## src/ocd_pkg.sv

```systemverilog
// Package for the ON-state overcurrent diagnostic block: codes, timings, carriers.
// Assumes a 100 MHz system clock; analog comparator and gate drivers live outside.
package ocd_pkg;
   // ****************************************
   // Diagnostic codes
   // ****************************************
   localparam logic [2:0] CODE_OC_PIN = 3'h0;
   localparam logic [2:0] CODE_OC = 3'h1;
   localparam logic [2:0] CODE_NO_FAIL = 3'h4;
   localparam logic [2:0] CODE_NO_OC = 3'h5;
   localparam logic [2:0] CODE_NO_DIAG = 3'h7;
   // Gate current settings
   localparam logic [1:0] GCS_1MA = 2'h0;
   localparam logic [1:0] GCS_5MA = 2'h1;
   localparam logic [1:0] GCS_20MA = 2'h3;
   // ****************************************
   // Timing
   // ****************************************
   localparam int CLK_MHZ = 100;
   localparam int DEGLITCH_MIN_NS = 600;
   localparam int DETECT_MIN_NS = 2000;
   localparam logic [7:0] DEGLITCH_CYC = 8'((DEGLITCH_MIN_NS * CLK_MHZ + 999) / 1000);
   localparam logic [7:0] DETECT_CYC = 8'((DETECT_MIN_NS * CLK_MHZ + 999) / 1000);
   // Whole filter is wider than eight bits, so the sum is kept at nine
   localparam logic [8:0] FILTER_CYC = 9'(DEGLITCH_CYC) + 9'(DETECT_CYC);
   // Blanking typical times in 100 ns units, index by blanking_time_setting
   localparam int BLANK_TENTH_US [8] = '{111, 156, 200, 311, 422, 533, 978, 1422};
   localparam logic [8:0] RST_CNT = 9'h000;
   localparam logic [14:0] RST_BLANK = 15'h0000;
   typedef struct packed {
      logic [2:0] code;
      logic oc_latched;    // output held off after overcurrent
      logic read_seen;     // readout since the overcurrent
      logic boost;         // raised shut-off current active
      logic ctrl_prev;
      logic on_prev;
      logic blanking;
      logic [14:0] blank_cnt;
      logic filt_on;
      logic [8:0] filt_cnt;
      logic off_ok;        // OFF-state no-fault latch seen
      logic first_on;      // report 100 once
   } ocd_chan_type;
   typedef struct packed {
      logic src_sel;       // 1 selects serial_on_command_bit
      logic serial_on;
      logic sense_shunt;
      logic reengage_policy;
      logic [1:0] gate_current;
      logic peak_hold;
      logic hbridge;
      logic [2:0] blank_setting;
   } ocd_cfg_type;
endpackage : ocd_pkg

```

## src/ocd_overcurrent.sv

```systemverilog
// Eight-channel ON-state overcurrent protection and diagnostic encoder.
// Assumes comparator and pins are asynchronous (double synchronised here);
// config and readout strobe come from the SPI logic on the same clock.
// Behaviour
// Events during readout reported next request
// Normal ON state reports code 101
// Code 100 once after OFF to ON
// Overcurrent shuts output, records 001/000
// Low gate currents boosted on overcurrent
// Boost on detection, revert after readout
// Output off until selected re-engage condition
// H-bridge always needs readout before re-engage
// Control from pin or serial bit
// Sense bit selects drain-source or shunt
// Shunt crossing stops blanking, starts filter
// Peak-hold overcurrent in blanking reports 000
// Drain-source compares after blanking expires
// Drain-source crossing in blanking engages filter
// Host programs six-bit threshold per channel
// Highest-priority event encoded only
// Readout or reset clears latches, filters
// Blanking gates only the no-overcurrent code
// Deglitch then detection filter before declaring
// Independent state for each channel
`timescale 1ns/100ps
`default_nettype none
module ocd_overcurrent #(
   parameter int N_CH = 8
) (
   input wire logic sys_clk_i,
   input wire logic nrst_i,
   input wire ocd_pkg::ocd_cfg_type cfg_i [N_CH],
   input wire logic [5:0] overcurrent_threshold_code_i [N_CH],
   input wire logic shutoff_current_boost_select_i,
   input wire logic [N_CH-1:0] channel_control_pin_i,
   input wire logic [N_CH-1:0] comparator_over_i,
   input wire logic [N_CH-1:0] off_no_fault_i,
   input wire logic diag_read_i,
   output logic [N_CH-1:0] gate_on_o,
   output logic [1:0] gate_current_o [N_CH],
   output logic [5:0] threshold_o [N_CH],
   output logic [2:0] channel_fault_code_o [N_CH]
);
   // ****************************************
   // Helpers
   // ****************************************
   // Blanking length in cycles: tenths of microseconds times ten cycles
   function automatic logic [14:0] blank_cycles(input logic [2:0] sel);
      blank_cycles = 15'(ocd_pkg::BLANK_TENTH_US[sel] * (ocd_pkg::CLK_MHZ / 10));
   endfunction : blank_cycles

   // Raised shut-off current for a given normal setting
   function automatic logic [1:0] boosted(input logic [1:0] g, input logic sel);
      if (g == ocd_pkg::GCS_1MA) begin
         boosted = sel ? ocd_pkg::GCS_20MA : ocd_pkg::GCS_5MA;
      end else if (g == ocd_pkg::GCS_5MA) begin
         boosted = ocd_pkg::GCS_20MA;
      end else begin
         boosted = g;
      end
   endfunction : boosted

   // ****************************************
   // Synchronisers
   // ****************************************
   logic [N_CH-1:0] pin_s1_reg, pin_s2_reg, cmp_s1_reg, cmp_s2_reg, cmp_prev_reg;
   logic [N_CH-1:0] okf_s1_reg, okf_s2_reg;
   // Two stages each; edge detect reads only the second stage
   always_ff @(posedge sys_clk_i) begin
      if (!nrst_i) begin
         pin_s1_reg <= '0;
         pin_s2_reg <= '0;
         cmp_s1_reg <= '0;
         cmp_s2_reg <= '0;
         cmp_prev_reg <= '0;
         okf_s1_reg <= '0;
         okf_s2_reg <= '0;
      end else begin
         pin_s1_reg <= channel_control_pin_i;
         pin_s2_reg <= pin_s1_reg;
         cmp_s1_reg <= comparator_over_i;
         cmp_s2_reg <= cmp_s1_reg;
         cmp_prev_reg <= cmp_s2_reg;
         okf_s1_reg <= off_no_fault_i;
         okf_s2_reg <= okf_s1_reg;
      end
   end

   // ****************************************
   // Channel state
   // ****************************************
   ocd_pkg::ocd_chan_type ch_reg [N_CH];
   ocd_pkg::ocd_chan_type ch_next [N_CH];
   logic [N_CH-1:0] oc_det;

   // Per-channel next state; one copy per channel keeps channels independent
   always_comb begin
      for (int i = 0; i < N_CH; i++) begin
         logic ctrl, on_now, rise, over, switch_ev, need_read, deg_done;
         ch_next[i] = ch_reg[i];
         deg_done = 1'b0;
         ctrl = cfg_i[i].src_sel ? cfg_i[i].serial_on : pin_s2_reg[i];
         rise = cmp_s2_reg[i] && !cmp_prev_reg[i];
         over = cmp_s2_reg[i];
         switch_ev = ctrl && !ch_reg[i].ctrl_prev;
         need_read = cfg_i[i].hbridge || cfg_i[i].reengage_policy;
         ch_next[i].ctrl_prev = ctrl;
         oc_det[i] = 1'b0;
         // Readout clears latches and restarts filters; events below still win
         if (diag_read_i) begin
            ch_next[i].code = ocd_pkg::CODE_NO_DIAG;
            ch_next[i].boost = 1'b0;
            ch_next[i].filt_on = 1'b0;
            ch_next[i].filt_cnt = ocd_pkg::RST_CNT;
            ch_next[i].first_on = 1'b0;
            if (ch_reg[i].oc_latched) begin
               ch_next[i].read_seen = 1'b1;
            end
         end
         // Re-engagement after overcurrent
         if (ch_reg[i].oc_latched && switch_ev &&
             (!need_read || ch_reg[i].read_seen)) begin
            ch_next[i].oc_latched = 1'b0;
            ch_next[i].read_seen = 1'b0;
         end
         on_now = ctrl && !ch_next[i].oc_latched;
         ch_next[i].on_prev = on_now;
         if (!ctrl) begin
            ch_next[i].off_ok = okf_s2_reg[i] || ch_reg[i].off_ok;
         end
         // OFF to ON starts blanking
         if (on_now && !ch_reg[i].on_prev) begin
            ch_next[i].blanking = 1'b1;
            ch_next[i].blank_cnt = ocd_pkg::RST_BLANK;
            ch_next[i].first_on = ch_reg[i].off_ok;
            ch_next[i].off_ok = 1'b0;
            ch_next[i].filt_on = 1'b0;
            ch_next[i].filt_cnt = ocd_pkg::RST_CNT;
         end else if (on_now) begin
            // Rising crossing stops blanking and engages filter in both modes
            if (rise && !ch_reg[i].filt_on) begin // see R11
               ch_next[i].blanking = 1'b0;
               ch_next[i].filt_on = 1'b1;
               ch_next[i].filt_cnt = ocd_pkg::RST_CNT;
            end else if (ch_reg[i].blanking) begin
               ch_next[i].blank_cnt = ch_reg[i].blank_cnt + 15'h0001;
               if (ch_reg[i].blank_cnt + 15'h0001 >= blank_cycles(cfg_i[i].blank_setting)) begin
                  ch_next[i].blanking = 1'b0;
                  // Blanking gates only the good code, never the fault
                  if (ch_reg[i].code[2]) begin // see R18 see R2
                     ch_next[i].code = ch_reg[i].first_on ? ocd_pkg::CODE_NO_FAIL
                                                          : ocd_pkg::CODE_NO_OC;
                  end
                  // Drain-source: level compare once blanking has expired
                  if (!cfg_i[i].sense_shunt && over) begin // see R10
                     ch_next[i].filt_on = 1'b1;
                     ch_next[i].filt_cnt = ocd_pkg::RST_CNT;
                  end
               end
            end else if (over && !ch_reg[i].filt_on && !cfg_i[i].sense_shunt) begin
               ch_next[i].filt_on = 1'b1;
               ch_next[i].filt_cnt = ocd_pkg::RST_CNT;
            end
            // Deglitch then detection; a drop below threshold restarts
            if (ch_reg[i].filt_on) begin
               deg_done = ch_reg[i].filt_cnt >= ocd_pkg::FILTER_CYC - 9'h001;
               if (!over) begin
                  ch_next[i].filt_on = 1'b0;
               end else if (deg_done) begin
                  oc_det[i] = 1'b1;
                  ch_next[i].filt_on = 1'b0;
                  ch_next[i].oc_latched = 1'b1;
                  // Gate drops with the latch, one cycle after detection, not two
                  ch_next[i].on_prev = 1'b0;
                  ch_next[i].read_seen = 1'b0;
                  ch_next[i].boost = 1'b1;
                  ch_next[i].first_on = 1'b0;
                  // Event beats a same-cycle readout clear
                  if (cfg_i[i].peak_hold && ch_reg[i].blank_cnt <
                      blank_cycles(cfg_i[i].blank_setting)) begin
                     ch_next[i].code = ocd_pkg::CODE_OC_PIN;
                  end else if (ch_next[i].code != ocd_pkg::CODE_OC_PIN) begin // see R16
                     ch_next[i].code = ocd_pkg::CODE_OC;
                  end
               end else begin
                  ch_next[i].filt_cnt = ch_reg[i].filt_cnt + 9'h001;
               end
            end
         end else begin
            ch_next[i].blanking = 1'b0;
            ch_next[i].filt_on = 1'b0;
         end
      end
   end

   // Register all channel state
   always_ff @(posedge sys_clk_i) begin
      for (int i = 0; i < N_CH; i++) begin
         if (!nrst_i) begin
            ch_reg[i] <= '{code: ocd_pkg::CODE_NO_DIAG, blank_cnt: ocd_pkg::RST_BLANK,
                           filt_cnt: ocd_pkg::RST_CNT, default: 1'b0};
         end else begin
            ch_reg[i] <= ch_next[i];
         end
      end
   end

   // ****************************************
   // Outputs
   // ****************************************
   // Threshold passes through; host owns the six-bit code per channel
   always_comb begin
      for (int i = 0; i < N_CH; i++) begin
         gate_on_o[i] = ch_reg[i].on_prev;
         gate_current_o[i] = ch_reg[i].boost ?
            boosted(cfg_i[i].gate_current, shutoff_current_boost_select_i)
            : cfg_i[i].gate_current;
         threshold_o[i] = overcurrent_threshold_code_i[i];
         channel_fault_code_o[i] = ch_reg[i].code;
      end
   end

   // ****************************************
   // Checks
   // ****************************************
   property p_oc_off;
      @(posedge sys_clk_i) disable iff (!nrst_i)
         oc_det[0] |=> !gate_on_o[0];
   endproperty
   a_oc_off: assert property (p_oc_off) else $error("output on after overcurrent");

   property p_oc_code;
      @(posedge sys_clk_i) disable iff (!nrst_i)
         oc_det[0] |=> !channel_fault_code_o[0][2];
   endproperty
   a_oc_code: assert property (p_oc_code) else $error("fault code not set");

   property p_boost;
      @(posedge sys_clk_i) disable iff (!nrst_i)
         (oc_det[0] && cfg_i[0].gate_current == ocd_pkg::GCS_5MA)
         |=> gate_current_o[0] == ocd_pkg::GCS_20MA;
   endproperty
   a_boost: assert property (p_boost) else $error("shut-off current not raised");

   property p_revert;
      @(posedge sys_clk_i) disable iff (!nrst_i)
         (diag_read_i && !oc_det[0]) |=> gate_current_o[0] == $past(cfg_i[0].gate_current);
   endproperty
   a_revert: assert property (p_revert) else $error("gate current not restored");

   property p_hold_off;
      @(posedge sys_clk_i) disable iff (!nrst_i)
         (ch_reg[0].oc_latched && !diag_read_i) ##1 ch_reg[0].oc_latched |-> !gate_on_o[0];
   endproperty
   a_hold_off: assert property (p_hold_off) else $error("output re-engaged early");

   property p_hb;
      @(posedge sys_clk_i) disable iff (!nrst_i)
         (cfg_i[0].hbridge && ch_reg[0].oc_latched && !ch_reg[0].read_seen && !diag_read_i)
         |=> ch_reg[0].oc_latched;
   endproperty
   a_hb: assert property (p_hb) else $error("H-bridge re-engaged without readout");

   property p_read_clear;
      @(posedge sys_clk_i) disable iff (!nrst_i)
         (diag_read_i && !oc_det[0] && !ch_reg[0].blanking) |=>
         channel_fault_code_o[0] == ocd_pkg::CODE_NO_DIAG;
   endproperty
   a_read_clear: assert property (p_read_clear) else $error("latch not cleared");

   property p_event_wins;
      @(posedge sys_clk_i) disable iff (!nrst_i)
         (diag_read_i && oc_det[0]) |=> !channel_fault_code_o[0][2];
   endproperty
   a_event_wins: assert property (p_event_wins) else $error("event lost in readout");

   property p_filter;
      @(posedge sys_clk_i) disable iff (!nrst_i)
         oc_det[0] |-> $past(cmp_s2_reg[0], 3) && $past(ch_reg[0].filt_on, 3);
   endproperty
   a_filter: assert property (p_filter) else $error("overcurrent without filter");
endmodule : ocd_overcurrent
`default_nettype wire

```

## config.mk

```make
export PLATFORM = sky130hd
export DESIGN_NAME = ocd_overcurrent
export DESIGN_NICKNAME = d
export VERILOG_FILES = /design/src/ocd_pkg.sv /design/src/ocd_overcurrent.sv
export SDC_FILE = /design/constraint.sdc
export NUM_CORES = 1
export LEC_CHECK = 0
export ABC_AREA = 1
export BUFFER_PORTS_ARGS = -buffer_cell sky130_fd_sc_hd__buf_4
export CAP_MARGIN = 20
export CORE_MARGIN = 2
export CORE_UTILIZATION = 44
export CTS_BUF_LIST = sky130_fd_sc_hd__clkbuf_8
export CTS_CLUSTER_DIAMETER = 200
export DETAILED_ROUTE_END_ITERATION = 10
export PLACE_DENSITY = 0.63
export RECOVER_POWER = 50
export REMOVE_ABC_BUFFERS = 1
export SKIP_CTS_REPAIR_TIMING = 1
export SYNTH_ARGS = -nofsm -noshare
export SYNTH_HDL_FRONTEND = slang
export SYNTH_SLANG_ARGS = --single-unit
```

## constraint.sdc

```tcl
create_clock -name sys_clk_i -period 5.2 [get_ports sys_clk_i]
set_input_delay 1.56 -clock sys_clk_i [delete_from_list [all_inputs] [get_ports sys_clk_i]]
set_output_delay 1.56 -clock sys_clk_i [all_outputs]
set_load 0.01 [all_outputs]
```

==> results.json <==
{
  "final_cells": 5385,
  "synth_area_um2": 28120,
  "max_slew_margin_pct": -11.63,
  "holdWs_ns": 0.4021,
  "power_density_nw_per_um2": 232.6,
  "power_mw": 7.305,
  "io_pins": 260,
  "worstPathMaxFanout": 10,
  "nets": 4977,
  "drive_gt1_share_pct": 8.684,
  "dp_cells": 5259,
  "start_util_pct": 44.59,
  "yosysMostFrequentCell": "nand2_1",
  "wire_per_inst_um": 13.02,
  "violations": "capacitance limit, slew limit",
  "post-route-period-util_pct": 91.48,
  "dp_hpwl_um": 53290,
  "cap_violations": 1,
  "yosysTopAreaCell": "dfxtp_1",
  "yosysUniqueCellTypes": 53,
  "fillCellCount": 6620,
  "finalSetupViolCount": 0,
  "yosysWarnings": 0,
  "status": "finished with violations",
  "skew_ns": 0.03181,
  "synthArstFlopShare_pct": 0,
  "rsz0062_at_grt": "false",
  "synth_edf_count": 0,
  "ir_drop_uv": 136.5,
  "p_leak_nw": 16.10,
  "gr-total-overflow": 0,
  "grt_max_degree": 62,
  "htreeDepth": 3,
  "cts_inserted_buffers": 70,
  "tritoncts": "yes",
  "clockBufferDepth": 3,
  "routed_wirelength_um": 70120,
  "synth_top_area_share_pct": 24.49,
  "cp-start-kind": "input port",
  "port_buffers": 163,
  "ys_top_cells_by_count": "nand2_1 (854), inv_1 (757), nor2_1 (416)",
  "cp.required_ns": 5.76,
  "ys.flop_type": "dfxtp_1",
  "worstSkewPairLatency_ns": 0.65,
  "drt_iter0_markers": 1493,
  "clk_pin_slew_worst_paths_ns": 0.05,
  "syn2layout_area_growth_pct": 11.69,
  "largest_reg_flops": 288,
  "gp_congestion": 0.8447,
  "die_x_um": 256.8,
  "cp-end-kind": "flip-flop",
  "vias": 26440,
  "tns_ns": 0,
  "synth_top_cells_by_area": "dfxtp_1 (24%), ha_1 (15%), nand2_1 (11%)",
  "netlist_instances": 4318,
  "ys_seq_area_share_pct": 24.49,
  "grtUsageTotal_pct": 20.98,
  "place_area_um2": 30190,
  "final-max-slew-violation-count": 31,
  "utilization_pct": 49.80,
  "clock_sinks": 344,
  "cts-root-buf": "clkbuf_8",
  "num_rows": 92,
  "avgSynthCellArea_um2": 6.513,
  "chipHeight_um": 256.8,
  "drc": 0,
  "grt_pass1_vias": 24180,
  "antenna_found_initial": 2,
  "ant_nets": 0,
  "pre_cts_ws_ns": -0.1913,
  "die_area_um2": 65960,
  "fmaxAchievable_mhz": 210.2,
  "crit_type": "in2reg",
  "drt_pass1_iterations": 6,
  "hold_violations": 0,
  "finalCriticalPeriod_ns": 4.757,
  "worst-endpoint-arrival_ns": 5.32,
  "max_slew.worst_pin.slew_ns": 1.674,
  "placeableCoreArea_um2": 63080,
  "hold_class": "reg2reg",
  "via_per_inst": 4.910,
  "setup_ws_ns": 0.4428,
  "final_area_um2": 31410,
  "synth-seq-cells": 344,
  "grt_pass1_wl_um": 116900
}
[critical path: stages]
cell and delay, ns:
buf_4 0.11, buf_4 0.16, ha_1 0.19, o21ai_0 0.28, inv_1 0.11, ha_1 0.22, ha_1 0.20, ha_1 0.20
nand4_1 0.10, nand2_1 0.07, o21ai_0 0.21, nand2_1 0.07, nand2_1 0.08, a21oi_1 0.06, o21ai_0 0.30, ha_1 0.33
a31o_2 0.24, a21oi_1 0.15, nand3_2 0.20, nand2_4 0.19, nand2_1 0.07, nand2_1 0.06, nand2_1 0.06, a21oi_1 0.11
[layout by cell type, fill, tap and decap left out, drive strengths merged, types with 31 or more instances in the layout]
master,n
o21ai,365
xor2,116
buf,210
inv,800
nand4,60
ha,328
clkbuf,131
nor2,428
nor3,54
a31oi,47
o21bai,31
nand3,290
dfxtp,344
a21oi,268
nand2,870
[layer usage]
metal  track usage, %  vias to the layer above  share of wire [%]
li1                 -                    14220                  -
met1            27.30                    11660                 47
met2            34.02                      464                 45
met3            5.902                      100                6.3
met4            5.136                        4                1.7
met5            1.389                        -               0.12
[path summary, 6_finish.rpt]
| path | from | end | slack (ns) | cells after the start |
|---|---|---|---|---|
| max reg2reg | ch_reg[1][12] | ch_reg[1][2] | 1.90 | 17 |
| min reg2reg | okf_s1_reg[2] | okf_s2_reg[2] | 0.40 | 2 |
| min | okf_s1_reg[2] | okf_s2_reg[2] | 0.40 | 2 |
| max | cfg_i[77] | ch_reg[0][2] | 0.44 | 24 |
[power by group]
group	switching, mW	internal (mW)
Combinational	1.05	0.647
Clock	1.25	1.57
Sequential	0.0683	2.73
[final cells by class]
class / instances / area, µm² / share of cell area (%)
diodes: 2 / 5.005 / 0.01593
well taps: 846 / 1059 / 3.370
multi-input cells: 3040 / 17420 / 55.45
clock buffers: 88 / 1211 / 3.856
flip-flops and latches: 344 / 6887 / 21.92
clock inverters: 36 / 181.4 / 0.5776
repair buffers: 253 / 1739 / 5.537
inverters: 776 / 2913 / 9.273
[logic make-up after synthesis]
family | Yosys count | synth area share (%)
xor gates and xnor gates | 143 | 4.533
buffers and inverters | 934 | 13.59
DFF | 344 | 24.49
adders and majority gates | 328 | 14.59
and+or+nand+nor | 1768 | 27.15
AOI/OAI and AO/OA | 801 | 15.65
Power figures use the tool's default switching activity.
